<file path="config.mk">
export PLATFORM = sky130hd
export DESIGN_NAME = log_write_command
export DESIGN_NICKNAME = d
export VERILOG_FILES = /design/src/shared/log_write_pkg.sv /design/src/shared/log_cmd_if.sv /design/src/design/log_param_check.sv /design/src/design/log_sector_count.sv /design/src/design/log_write_command.sv
export SDC_FILE = /design/constraint.sdc
export NUM_CORES = 2
export LEC_CHECK = 0
export BUFFER_PORTS_ARGS = -buffer_cell sky130_fd_sc_hd__buf_2
export CAP_MARGIN = 10
export CELL_PAD_IN_SITES_DETAIL_PLACEMENT = 1
export CELL_PAD_IN_SITES_GLOBAL_PLACEMENT = 2
export CORE_ASPECT_RATIO = 0.75
export CORE_UTILIZATION = 45
export DETAILED_ROUTE_END_ITERATION = 8
export PLACE_DENSITY_LB_ADDON = 0.1
export SKIP_LAST_GASP = 1
export SYNTH_ARGS = -nofsm -noshare
export SYNTH_HDL_FRONTEND = slang
export SYNTH_SLANG_ARGS = --single-unit
</file>
<file path="constraint.sdc">
create_clock -name clk_sys -period 12.71 [get_ports clk_sys]
set_clock_uncertainty 0.1 [all_clocks]
set_input_delay 1.271 -clock clk_sys [delete_from_list [all_inputs] [get_ports clk_sys]]
set_output_delay 1.271 -clock clk_sys [all_outputs]
set_load 0.01 [all_outputs]
</file>
<file path="src/shared/log_write_pkg.sv">
package log_write_pkg;

	localparam logic [7:0] OPC_LOG_WRITE_PIO = 8'h3f;
	localparam logic [7:0] OPC_LOG_WRITE_DMA = 8'h57;

	localparam int SECTOR_BYTES     = 512;
	localparam int WORD_BYTES       = 4;
	localparam int WORDS_PER_SECTOR = SECTOR_BYTES / WORD_BYTES;
	localparam int WORD_IDX_W       = 7;
	localparam logic [WORD_IDX_W-1:0] LAST_WORD_IDX = 7'h7f;

	localparam int LOG_ENTRIES = 32;
	localparam int LOG_IDX_W   = 5;

	localparam int AXI_ADDR_W = 8;
	localparam logic [7:0] OFS_SECTOR_COUNT = 8'h00;
	localparam logic [7:0] OFS_LOG_ADDRESS  = 8'h04;
	localparam logic [7:0] OFS_START_SECTOR = 8'h08;
	localparam logic [7:0] OFS_COMMAND      = 8'h0c;
	localparam logic [7:0] OFS_STATUS       = 8'h10;
	localparam logic [7:0] OFS_ERROR        = 8'h14;
	localparam logic [7:0] OFS_IRQ_STATUS   = 8'h18;
	localparam logic [7:0] OFS_IRQ_CLEAR    = 8'h1c;
	localparam logic [7:0] OFS_IRQ_ENABLE   = 8'h20;
	localparam logic [7:0] OFS_DIR_SELECT   = 8'h24;
	localparam logic [7:0] OFS_DIR_ENTRY    = 8'h28;

	localparam int STS_BSY = 7;
	localparam int STS_RDY = 6;
	localparam int STS_DRQ = 3;
	localparam int STS_ERR = 0;
	localparam int ERR_ABT = 2;
	localparam logic [7:0] STATUS_RESET = 8'h40;
	localparam logic [7:0] ERROR_RESET  = 8'h00;

	localparam int IRQ_W     = 3;
	localparam int IRQ_BLOCK = 0;
	localparam int IRQ_DONE  = 1;
	localparam int IRQ_ABORT = 2;

	localparam int DIR_SIZE_W  = 16;
	localparam int DIR_RO_BIT  = 16;
	localparam int DIR_SUP_BIT = 17;

	localparam logic [1:0] RESP_OKAY   = 2'h0;
	localparam logic [1:0] RESP_SLVERR = 2'h2;

	typedef enum logic [1:0] {
		ST_IDLE  = 2'b00,
		ST_CHECK = 2'b01,
		ST_XFER  = 2'b10
	} cmd_state_e;

	typedef struct packed {
		logic        supported;
		logic        readOnly;
		logic [15:0] sectors;
	} dir_entry_s;

endpackage

</file>
<file path="src/shared/log_cmd_if.sv">
`timescale 1ns/1ps
interface log_cmd_if;
	logic [7:0]                opcode;
	logic [15:0]               count;
	logic [15:0]               startSector;
	logic [7:0]                logAddr;
	log_write_pkg::dir_entry_s entry;
	logic                      isLogWrite;
	logic                      isDma;
	logic                      abort;
	logic                      load;
	logic                      take;
	logic                      sectorDone;
	logic                      lastWord;
	logic [6:0]                wordIdx;
	logic [15:0]               sectorOff;

	modport check (input opcode, count, startSector, logAddr, entry, output isLogWrite, isDma, abort);
	modport counter (input count, load, take, output sectorDone, lastWord, wordIdx, sectorOff);
	modport owner (output opcode, count, startSector, logAddr, entry, load, take,
		input isLogWrite, isDma, abort, sectorDone, lastWord, wordIdx, sectorOff);
endinterface

</file>
<file path="src/design/log_param_check.sv">
`timescale 1ns/1ps
module log_param_check (
	log_cmd_if.check chk
);
	logic        inRange;
	logic [16:0] endSector;

	always_comb
	begin
		chk.isDma = (chk.opcode == log_write_pkg::OPC_LOG_WRITE_DMA);
		chk.isLogWrite = (chk.opcode == log_write_pkg::OPC_LOG_WRITE_PIO) || chk.isDma;
		inRange = (chk.logAddr < 8'(log_write_pkg::LOG_ENTRIES));
		endSector = {1'b0, chk.startSector} + {1'b0, chk.count};
		// Every test is evaluated for both opcodes, so the DMA form aborts on exactly the same cases.
		chk.abort = !chk.isLogWrite
			|| !inRange
			|| !chk.entry.supported
			|| chk.entry.readOnly
			|| (chk.count == 16'h0000)
			|| (chk.count > chk.entry.sectors)
			|| (chk.startSector >= chk.entry.sectors)
			|| (endSector > {1'b0, chk.entry.sectors});
	end
endmodule

</file>
<file path="src/design/log_sector_count.sv">
`timescale 1ns/1ps
module log_sector_count (
	input  wire logic    clk_sys,
	input  wire logic    arst_n,
	log_cmd_if.counter   cnt
);
	typedef struct packed {
		logic [6:0]  wordIdx;
		logic [15:0] sectorOff;
		logic [15:0] remaining;
	} cnt_s;

	cnt_s st_q;
	cnt_s st_d;

	always_comb
	begin
		st_d = st_q;
		cnt.wordIdx = st_q.wordIdx;
		cnt.sectorOff = st_q.sectorOff;
		cnt.sectorDone = cnt.take && (st_q.wordIdx == log_write_pkg::LAST_WORD_IDX);
		cnt.lastWord = cnt.sectorDone && (st_q.remaining == 16'h0001);
		if (cnt.load)
		begin
			st_d.wordIdx = 7'h00;
			st_d.sectorOff = 16'h0000;
			st_d.remaining = cnt.count;
		end
		else if (cnt.take)
		begin
			st_d.wordIdx = st_q.wordIdx + 7'h01;
			if (cnt.sectorDone)
			begin
				st_d.sectorOff = st_q.sectorOff + 16'h0001;
				st_d.remaining = st_q.remaining - 16'h0001;
			end
		end
	end

	always_ff @(posedge clk_sys or negedge arst_n)
	begin
		if (!arst_n)
			st_q <= '0;
		else
			st_q <= st_d;
	end
endmodule

</file>
<file path="src/design/log_write_command.sv">
`timescale 1ns/1ps
module log_write_command (
	input  wire logic        clk_sys,
	input  wire logic        arst_n,
	input  wire logic [7:0]  awaddr,
	input  wire logic        awvalid,
	output logic             awready,
	input  wire logic [31:0] wdata,
	input  wire logic [3:0]  wstrb,
	input  wire logic        wvalid,
	output logic             wready,
	output logic [1:0]       bresp,
	output logic             bvalid,
	input  wire logic        bready,
	input  wire logic [7:0]  araddr,
	input  wire logic        arvalid,
	output logic             arready,
	output logic [31:0]      rdata,
	output logic [1:0]       rresp,
	output logic             rvalid,
	input  wire logic        rready,
	input  wire logic [31:0] hostData,
	input  wire logic        hostDataValid,
	output logic             hostDataReady,
	output logic             xferDma,
	output logic             logWrValid,
	output logic [7:0]       logWrLog,
	output logic [15:0]      logWrSector,
	output logic [6:0]       logWrWordIdx,
	output logic [31:0]      logWrData,
	output logic             irq
);
	typedef struct packed {
		logic                                                       awPend;
		logic [7:0]                                                 awAddr;
		logic                                                       wPend;
		logic [31:0]                                                wData;
		logic [3:0]                                                 wStrb;
		logic                                                       bValid;
		logic [1:0]                                                 bResp;
		logic                                                       rValid;
		logic [31:0]                                                rData;
		logic [1:0]                                                 rResp;
		log_write_pkg::cmd_state_e                                  state;
		logic [7:0]                                                 opcode;
		logic [15:0]                                                count;
		logic [7:0]                                                 logAddr;
		logic [15:0]                                                startSector;
		logic                                                       isDma;
		logic [7:0]                                                 status;
		logic [7:0]                                                 error;
		logic [log_write_pkg::IRQ_W-1:0]                            irqSts;
		logic [log_write_pkg::IRQ_W-1:0]                            irqEn;
		logic [log_write_pkg::LOG_IDX_W-1:0]                        dirSel;
		log_write_pkg::dir_entry_s [log_write_pkg::LOG_ENTRIES-1:0] dir;
		logic                                                       wrValid;
		logic [7:0]                                                 wrLog;
		logic [15:0]                                                wrSector;
		logic [6:0]                                                 wrWordIdx;
		logic [31:0]                                                wrData;
	} top_s;

	top_s st_q;
	top_s st_d;

	log_cmd_if cmd ();

	log_param_check u_check (
		.chk (cmd.check)
	);

	log_sector_count u_count (
		.clk_sys (clk_sys),
		.arst_n  (arst_n),
		.cnt     (cmd.counter)
	);

	function automatic logic [31:0] mergeBytes(input logic [31:0] old, input logic [31:0] nw, input logic [3:0] strb);
		logic [31:0] res;
		res = old;
		for (int i = 0; i < 4; i++)
		begin
			if (strb[i])
				res[i*8 +: 8] = nw[i*8 +: 8];
		end
		return res;
	endfunction

	function automatic logic [31:0] dirWord(input log_write_pkg::dir_entry_s e);
		logic [31:0] res;
		res = 32'h00000000;
		res[log_write_pkg::DIR_SIZE_W-1:0] = e.sectors;
		res[log_write_pkg::DIR_RO_BIT] = e.readOnly;
		res[log_write_pkg::DIR_SUP_BIT] = e.supported;
		return res;
	endfunction

	logic                            commit;
	logic [31:0]                     cur;
	logic [31:0]                     nw;
	logic [log_write_pkg::IRQ_W-1:0] irqClr;
	logic [log_write_pkg::IRQ_W-1:0] irqSet;
	logic                            idle;
	logic                            mapped;

	// The command block is held inside the design; the checker sees only latched values.
	assign cmd.opcode = st_q.opcode;
	assign cmd.count = st_q.count;
	assign cmd.startSector = st_q.startSector;
	assign cmd.logAddr = st_q.logAddr;
	assign cmd.entry = st_q.dir[st_q.logAddr[log_write_pkg::LOG_IDX_W-1:0]];
	assign cmd.load = (st_q.state == log_write_pkg::ST_CHECK) && !cmd.abort;
	assign cmd.take = hostDataValid && hostDataReady;

	assign awready = !st_q.awPend && !st_q.bValid;
	assign wready = !st_q.wPend && !st_q.bValid;
	assign bvalid = st_q.bValid;
	assign bresp = st_q.bResp;
	assign arready = !st_q.rValid;
	assign rvalid = st_q.rValid;
	assign rdata = st_q.rData;
	assign rresp = st_q.rResp;
	assign hostDataReady = (st_q.state == log_write_pkg::ST_XFER);
	assign xferDma = st_q.isDma;
	assign logWrValid = st_q.wrValid;
	assign logWrLog = st_q.wrLog;
	assign logWrSector = st_q.wrSector;
	assign logWrWordIdx = st_q.wrWordIdx;
	assign logWrData = st_q.wrData;
	assign irq = |(st_q.irqSts & st_q.irqEn);

	always_comb
	begin
		st_d = st_q;
		irqClr = '0;
		irqSet = '0;
		cur = 32'h00000000;
		nw = 32'h00000000;
		mapped = 1'b1;
		idle = (st_q.state == log_write_pkg::ST_IDLE);
		commit = st_q.awPend && st_q.wPend && !st_q.bValid;
		st_d.wrValid = 1'b0;

		if (awvalid && awready)
		begin
			st_d.awPend = 1'b1;
			st_d.awAddr = awaddr;
		end
		if (wvalid && wready)
		begin
			st_d.wPend = 1'b1;
			st_d.wData = wdata;
			st_d.wStrb = wstrb;
		end
		if (st_q.bValid && bready)
			st_d.bValid = 1'b0;
		if (st_q.rValid && rready)
			st_d.rValid = 1'b0;

		// Address and data may land in either order; the write acts once both are held.
		if (commit)
		begin
			st_d.awPend = 1'b0;
			st_d.wPend = 1'b0;
			st_d.bValid = 1'b1;
			st_d.bResp = log_write_pkg::RESP_OKAY;
			case (st_q.awAddr)
				log_write_pkg::OFS_SECTOR_COUNT: cur = {16'h0000, st_q.count};
				log_write_pkg::OFS_LOG_ADDRESS: cur = {24'h000000, st_q.logAddr};
				log_write_pkg::OFS_START_SECTOR: cur = {16'h0000, st_q.startSector};
				log_write_pkg::OFS_IRQ_ENABLE: cur = {29'h00000000, st_q.irqEn};
				log_write_pkg::OFS_DIR_SELECT: cur = {27'h0000000, st_q.dirSel};
				log_write_pkg::OFS_DIR_ENTRY: cur = dirWord(st_q.dir[st_q.dirSel]);
				default: cur = 32'h00000000;
			endcase
			nw = mergeBytes(cur, st_q.wData, st_q.wStrb);
			// Parameter writes while a command runs are dropped so the checked values stay stable.
			case (st_q.awAddr)
				log_write_pkg::OFS_SECTOR_COUNT:
					if (idle)
						st_d.count = nw[15:0];
				log_write_pkg::OFS_LOG_ADDRESS:
					if (idle)
						st_d.logAddr = nw[7:0];
				log_write_pkg::OFS_START_SECTOR:
					if (idle)
						st_d.startSector = nw[15:0];
				log_write_pkg::OFS_COMMAND:
					if (idle && st_q.wStrb[0])
					begin
						st_d.opcode = st_q.wData[7:0];
						st_d.state = log_write_pkg::ST_CHECK;
						st_d.status = 8'h00;
						st_d.status[log_write_pkg::STS_BSY] = 1'b1;
						st_d.error = log_write_pkg::ERROR_RESET;
					end
				log_write_pkg::OFS_STATUS, log_write_pkg::OFS_ERROR, log_write_pkg::OFS_IRQ_STATUS: ;
				log_write_pkg::OFS_IRQ_CLEAR: irqClr = st_q.wData[log_write_pkg::IRQ_W-1:0] & {3{st_q.wStrb[0]}};
				log_write_pkg::OFS_IRQ_ENABLE: st_d.irqEn = nw[log_write_pkg::IRQ_W-1:0];
				log_write_pkg::OFS_DIR_SELECT: st_d.dirSel = nw[log_write_pkg::LOG_IDX_W-1:0];
				log_write_pkg::OFS_DIR_ENTRY:
				begin
					st_d.dir[st_q.dirSel].sectors = nw[log_write_pkg::DIR_SIZE_W-1:0];
					st_d.dir[st_q.dirSel].readOnly = nw[log_write_pkg::DIR_RO_BIT];
					st_d.dir[st_q.dirSel].supported = nw[log_write_pkg::DIR_SUP_BIT];
				end
				default: st_d.bResp = log_write_pkg::RESP_SLVERR;
			endcase
		end

		if (arvalid && arready)
		begin
			st_d.rValid = 1'b1;
			case (araddr)
				log_write_pkg::OFS_SECTOR_COUNT: st_d.rData = {16'h0000, st_q.count};
				log_write_pkg::OFS_LOG_ADDRESS: st_d.rData = {24'h000000, st_q.logAddr};
				log_write_pkg::OFS_START_SECTOR: st_d.rData = {16'h0000, st_q.startSector};
				log_write_pkg::OFS_COMMAND: st_d.rData = {24'h000000, st_q.opcode};
				log_write_pkg::OFS_STATUS: st_d.rData = {24'h000000, st_q.status};
				log_write_pkg::OFS_ERROR: st_d.rData = {24'h000000, st_q.error};
				log_write_pkg::OFS_IRQ_STATUS: st_d.rData = {29'h00000000, st_q.irqSts};
				log_write_pkg::OFS_IRQ_CLEAR: st_d.rData = 32'h00000000;
				log_write_pkg::OFS_IRQ_ENABLE: st_d.rData = {29'h00000000, st_q.irqEn};
				log_write_pkg::OFS_DIR_SELECT: st_d.rData = {27'h0000000, st_q.dirSel};
				log_write_pkg::OFS_DIR_ENTRY: st_d.rData = dirWord(st_q.dir[st_q.dirSel]);
				default:
				begin
					st_d.rData = 32'h00000000;
					mapped = 1'b0;
				end
			endcase
			st_d.rResp = mapped ? log_write_pkg::RESP_OKAY : log_write_pkg::RESP_SLVERR;
		end

		case (st_q.state)
			log_write_pkg::ST_IDLE: ;
			log_write_pkg::ST_CHECK:
				if (cmd.abort)
				begin
					st_d.state = log_write_pkg::ST_IDLE;
					st_d.status = 8'h00;
					st_d.status[log_write_pkg::STS_RDY] = 1'b1;
					st_d.status[log_write_pkg::STS_ERR] = 1'b1;
					st_d.error[log_write_pkg::ERR_ABT] = 1'b1;
					irqSet[log_write_pkg::IRQ_ABORT] = 1'b1;
				end
				else
				begin
					st_d.state = log_write_pkg::ST_XFER;
					st_d.isDma = cmd.isDma;
					st_d.status = 8'h00;
					st_d.status[log_write_pkg::STS_RDY] = 1'b1;
					st_d.status[log_write_pkg::STS_DRQ] = 1'b1;
				end
			log_write_pkg::ST_XFER:
				if (cmd.take)
				begin
					st_d.wrValid = 1'b1;
					st_d.wrLog = st_q.logAddr;
					st_d.wrSector = st_q.startSector + cmd.sectorOff;
					st_d.wrWordIdx = cmd.wordIdx;
					st_d.wrData = hostData;
					// In DMA form only completion interrupts; PIO interrupts for every block.
					if (cmd.sectorDone && !st_q.isDma)
						irqSet[log_write_pkg::IRQ_BLOCK] = 1'b1;
					if (cmd.lastWord)
					begin
						st_d.state = log_write_pkg::ST_IDLE;
						st_d.status = 8'h00;
						st_d.status[log_write_pkg::STS_RDY] = 1'b1;
						irqSet[log_write_pkg::IRQ_DONE] = 1'b1;
					end
				end
			default: st_d.state = log_write_pkg::ST_IDLE;
		endcase

		// A new event wins over a clear that lands in the same cycle.
		st_d.irqSts = (st_q.irqSts & ~irqClr) | irqSet;
	end

	always_ff @(posedge clk_sys or negedge arst_n)
	begin
		if (!arst_n)
		begin
			st_q <= '0;
			st_q.status <= log_write_pkg::STATUS_RESET;
			st_q.error <= log_write_pkg::ERROR_RESET;
			// The directory log resets to read-only; a later write to its directory entry can clear that bit.
			st_q.dir[0].readOnly <= 1'b1;
		end
		else
			st_q <= st_d;
	end
endmodule

</file>
Word level (Yosys, flattened, before mapping)
Index checks and enable logic that the tools add are counted.
{"block": "word_totals", "register_bits": 834, "inputBits": 92, "out_inout_bits": 108, "wordCells": 293}
{"block": "op_classes", "addsub": 5, "n_lt_le_gt_ge": 7, "eq_ne": 26, "n_mux": 68, "bitwise_logic": 6, "reduce_logical": 56}
{"op": "576-bit bitwise mux", "count": 3}
{"op": "18-bit demux with 5-bit select", "count": 3}
{"op": "18-bit binary-select mux with 5-bit select", "count": 2}
{"op": "18-bit one-hot mux with 10 select lines", "count": 1}
{"op": "16-bit 2-to-1 mux", "count": 8}
{"op": "64-bit 2-to-1 mux", "count": 2}
{"op": "18-bit one-hot mux with 6 select lines", "count": 1}
{"op": "39-bit 2-to-1 mux", "count": 2}
{"op": "8-bit by 5-bit equality test with 1-bit output, second input constant", "count": 8}
{"op": "8-bit 2-to-1 mux", "count": 8}
{"op": "8-bit by 6-bit equality test with 1-bit output, second input constant", "count": 7}
{"op": "18-bit 2-to-1 mux", "count": 3}
{"op": "50-bit 2-to-1 mux", "count": 1}
{"op": "37-bit 2-to-1 mux", "count": 1}
{"op": "35-bit 2-to-1 mux", "count": 1}
{"op": "8-bit by 4-bit equality test with 1-bit output, second input constant", "count": 4}
{"op": "32-bit 2-to-1 mux", "count": 1}
{"op": "11-bit OR reduction", "count": 2}
{"op": "10-bit 2-to-1 mux", "count": 2}
{"op": "2-bit 2-to-1 mux", "count": 9}
{"op": "16-bit by 16-bit adder with 17-bit output", "count": 1}
{"op": "17-bit by 16-bit > comparator with 1-bit output", "count": 1}
{"op": "17-bit 2-to-1 mux", "count": 1}
{"op": "16-bit by 1-bit adder with 16-bit output, second input constant", "count": 1}
{"op": "other kinds (34)", "count": 95}

Depth between registers and ports, before layout
{"block": "logic_depth", "word_depth": 14, "ltp_mapped": 18, "mapped_depth_nobuf": 17}

Modules after synthesis
A second synthesis with hierarchy kept.
{"block": "hier_totals", "hier_cells": 4090, "area_unflattened_um2": 44026.0}
{"mod": "log_write_command", "instances": 1, "cells_each": 3587, "area_each_um2": 39813.2, "seq_area_each_um2": 19120.8}
{"mod": "log_sector_count", "instances": 1, "cells_each": 248, "area_each_um2": 2301.0, "seq_area_each_um2": 975.9}
{"mod": "log_param_check", "instances": 1, "cells_each": 255, "area_each_um2": 1911.8, "seq_area_each_um2": 0.0}

Least setup slack after synthesis
OpenSTA, ideal clock, no wires.
{"block": "synth_timing", "path_kind": "register to register", "from": "register st_q, in the netlist cmd.logAddr[0]", "to": "register u_count.st_q[10] in the netlist's numbering", "setup_time_ns": 0.125, "arrival_ns": 4.787, "required_ns": 12.485, "setup_slack_ns": 7.698, "path_stages_with_launch": 17, "path_buffers": 5, "period_less_slack_ns": 5.012, "cell_sequence": "dfrtp_1 clkbuf_1 clkbuf_1 buf_2 buf_1 mux4_2 mux4_2 mux2i_1 ha_1 a21o_1 a221o_1 a21o_1 a211o_1 a22oi_1 nand4_1 buf_2 mux2_2"}
{"block": "synth_via", "elab_chain_cells": 13, "word_cells_on_any_way": 21, "cone_classes": "4 x order compare; 3 x mux; 14 x reduce/logical"}
{"element": "from (decl)", "line": "log_write_command.sv:63", "rtl": "top_s st_q;"}
{"element": "from (signal assigned)", "line": "log_write_command.sv:292", "rtl": "st_q <= st_d;"}
{"element": "parallel branches: the longest is 8 deep, another holds 16-bit > comparator"}
{"element": "1-bit logical OR *", "line": "log_param_check.sv:22", "rtl": "|| (endSector > {1'b0, chk.entry.sectors});"}
{"element": "1-bit zero test *", "line": "log_write_command.sv:112", "rtl": "assign cmd.load = (st_q.state == log_write_pkg::ST_CHECK) && !cmd.abort;"}
{"element": "1-bit logical AND *", "line": "log_write_command.sv:112"}
{"element": "2-bit nonzero test (no source line)"}
{"element": "2-bit AND reduction (no source line)"}
{"element": "to (signal assigned)", "line": "log_sector_count.sv:45", "rtl": "st_q <= st_d;"}
{"element": "to (decl)", "line": "log_sector_count.sv:13", "rtl": "cnt_s st_q;"}
Every way passes the cells marked *. The select of a mux whose other input is x is not followed.
A chain may end at the register's enable or synchronous reset.

Final worst setup path
{"block": "layout_timing", "from": "register st_q, in the netlist cmd.logAddr[1]", "to": "register u_count.st_q[9] in the netlist's numbering"}
Same word-level chain as after synthesis.

==> impl_metrics.yaml <==
outcome:
  status: "complete, but fails checks"
  violations: "design-rule violations"
sta:
  max_freq_mhz: 142.7
  slew-limit-headroom_pct: 22.65
  fin_crit_sh_pct: 55.12
  fin_crit_ns: 7.006
  report.final.setup_viol: 0
  rsz0062_at_grt: "false"
  tightestPinTransition_ns: 1.150
  setup_tns_ns: 0
  drv_slew: 0
  finalHoldViolCount: 0
finish:
  design_area_um2: 46350
  layout-drive-gt1-share_pct: 19.63
  syn2layout_area_growth_pct: 10.05
  final_core_util_pct: 50.31
  num-nets-final: 4065
hold_path:
  min_path_type: "flip-flop to flip-flop"
worst_setup_path:
  endpoint: "u_count.st_q[9]"
  arrival_ns: 7.46
  rr_worst_depth: 14
  r2r-start: "cmd.logAddr[1]"
  r2r_end: "u_count.st_q[9]"
  cp_common_cell: "buf_4"
  startpoint_type: "flip-flop"
  end_kind: "flip-flop"
  rrSetupSlack_ns: 5.70
  worstSetupStartpoint: "cmd.logAddr[1]"
  required_ns: 13.16
  cp_cell_sequence: "buf_4 > buf_4 > mux4_2 > mux4_2 > mux2i_1 > ha_1 > a21o_1 > a221o_1 > a21o_1 > a211o_1 > a22oi_1 > nand4_1 > buf_4 > mux2_2"
  cp_slowest_cell: "dfrtp_4"
  path_class: "flip-flop to flip-flop"
  crit_fanout: 36
  slowest_delay_ns: 0.86
place:
  gp_congestion: 0.8646
  hpwl_um: 97590
  io_buffers: 168
  place_area_um2: 43300
clock_tree:
  cts-root-buf: "clkbuf_16"
  cts_hold_buf: 0
  cts_max_path_buffers: 3
  post_cts_buffers: 0
  clk_latency_ns: 0.68
  cts_resized: 0
  cts_tree: "yes"
  clk_pin_slew_worst_paths_ns: 0.06
  cts_htree_levels: 3
  cts_sinks: 803
  cts_buffers: 85
yosys:
  syn-instance-count: 3925
  ys_ff_latch: 803
  ys_seq_area_share_pct: 47.72
  synth.area.top_cells: "dfrtp_1 48%, mux4_2 16%, nand2_1 8.2%"
  ys_warn_count: 0
  avgSynthCellArea_um2: 10.73
  synth_edf_count: 0
  yosysUniqueCellTypes: 70
  synth_top_area_share_pct: 47.59
  synthArstFlopShare_pct: 100.0
  synth_area_um2: 42120
  synth_flop_cell: "dfrtp_1"
  synth_top_area_cell: "dfrtp_1"
job:
  cap_violations: 0
drt:
  drc: 34
  drt_wl_total_um: 146900
  vias_per_cell: 6.315
  drt-initial-drc-count: 3395
  routed-via-count: 32670
  antenna_left: 0
  wire_per_inst_um: 28.39
  dr.pass1.iters: 7
pwr:
  leakagePower_nw: 20.02
  peakVddDrop_mv: 0.1152
  cellPowerDensity_nw_per_um2: 156.0
global_routing:
  gr-total-overflow: 0
  grt_pass1_wl_um: 222300
  grtUsageTotal_pct: 31.35
  antenna_found_initial: 4
  grt_pass1_vias: 34110
  grt_max_degree: 188
die:
  die_x_um: 355.3
  num_rows: 96
  start_util_pct: 45.71
  die_y_um: 266.9
  core_area_um2: 92130
  ios: 200
  fp.dieArea_um2: 94830
==> area by class of cell <==
type	count	area (um^2)
repair buffers	256	1584
clock buffers	123	2524
clock inverters	28	474.2
multi-input cells	2698	19960
diodes	1	2.502
inverters	40	150.1
fillers	9734	45780
well taps	1225	1533
flip-flops and latches	803	20120
==> how the worst min path moves through the flow <==
stage / to / cells after the start / slack [ns] / startpoint
after global placement: logWrData[31] / 2 / 0.35 / logWrData[31]
after global routing: logWrData[3] / 2 / 0.39 / logWrData[3]
final: logWrData[3] / 2 / 0.37 / logWrData[3]
after CTS: logWrData[0] / 2 / 0.37 / logWrData[0]
after detailed placement: logWrData[0] / 2 / 0.36 / logWrData[0]
after floorplan: logWrData[0] / 2 / 0.35 / logWrData[0]
==> sequential cells by signal, summed over array words and instances (netlist names), 7 cells and up <==
register               flops
st_q                     629
logWrData                 32
rdata                     18
cmd.count                 16
cmd.startSector           16
logWrSector               16
u_count.cnt.sectorOff     16
u_count.st_q              16
cmd.logAddr                8
cmd.opcode                 8
logWrLog                   8
logWrWordIdx               7
u_count.cnt.wordIdx        7
==> placed cells by master, fill, tap and decap left out, drive strengths merged, types with 27 or more instances in the layout <==
cell    count
a21oi      36
dfrtp     801
o21ai     698
nand4      30
mux2       48
xnor2      30
nand3      27
mux4      304
nand2     919
and2       27
a22oi      93
inv        43
ha         87
xor2       27
buf       256
clkbuf    123
nor2       60
==> cells by family (layout without fill, tap and decap cells) <==
logic type,Yosys count,in the layout,share of synthesized area [%]
flip-flops,803,803,47.72
buffers and inverters,439,447,5.149
other,1,17,0.008904
XOR/XNOR,57,57,1.185
AND/OR/NAND/NOR,1203,1203,12.18
AO/OA/AOI/OAI,964,964,13.13
adder cells (fa/ha/maj),89,89,2.680
multiplexers,369,369,17.94
==> synth_stat cells (6+ instances only) <==
| cell | count |
|---|---|
| nor2b_1 | 10 |
| o21ai_0 | 633 |
| buf_4 | 110 |
| ha_1 | 87 |
| nor2_1 | 60 |
| nand4_1 | 30 |
| clkbuf_2 | 29 |
| and3_1 | 23 |
| nor3_1 | 18 |
| a21o_1 | 17 |
| and2_1 | 27 |
| a22oi_1 | 93 |
| xnor2_1 | 30 |
| mux2i_1 | 17 |
| a211oi_1 | 16 |
| inv_1 | 39 |
| a211o_1 | 9 |
| nand2_1 | 919 |
| and4_1 | 9 |
| a21oi_1 | 34 |
| o211ai_1 | 7 |
| a22o_1 | 6 |
| o21ai_1 | 62 |
| nand2b_1 | 10 |
| a221oi_1 | 8 |
| mux4_2 | 304 |
| a31oi_1 | 10 |
| nand3_1 | 27 |
| dfrtp_1 | 801 |
| buf_2 | 39 |
| nor4_1 | 19 |
| xor2_1 | 27 |
| and3b_1 | 10 |
| a222oi_1 | 23 |
| nand3b_1 | 9 |
| nor3b_1 | 15 |
| clkbuf_1 | 213 |
| mux2_2 | 48 |
==> metal layers <==
metal / vias up / GRT usage (%) / part of all wire, %
met4: 2 / 9.296 / 2.8
li1: 13960 / - / -
met3: 236 / 5.046 / 6.6
met5: - / 0 / 0.0075
met2: 1159 / 47.18 / 45
met1: 17320 / 46.68 / 46
==> per-stage QoR <==
| step | power (mW) | hold slack [ns] | std cells | setup WS (ns) |
|---|---|---|---|---|
| 6_report | 7.230 | 0.3691 | 5174 | 5.704 |
| 5_1_grt | 7.501 | 0.3904 | 5173 | 5.524 |
| 4_1_cts | 7.254 | 0.3728 | 5170 | 5.752 |
| 3_5_place_dp | 4.523 | 0.3568 | 5019 | 5.762 |
| 3_3_place_gp | 4.477 | 0.3520 | 5019 | 5.859 |
| 2_1_floorplan | 3.879 | 0.3469 | 3940 | 7.698 |
==> worst max-delay path, delay by kind of cell (launching register included) <==
family / cells / cell delay (ns)
mux: 4 / 1.82
simple gates: 1 / 0.51
fa+ha+maj: 1 / 0.38
flops: 1 / 0.86
compound gates: 5 / 1.39
buf+inv: 3 / 1.67
==> where the power goes <==
group,leakage [nW],switching [mW],internal (mW)
Combinational,7.46,1.07,0.531
Clock,1.47,1.10,1.62
Sequential,11.1,0.247,2.66
Total,20.0,2.42,4.81
Power figures use the tool's default switching activity.
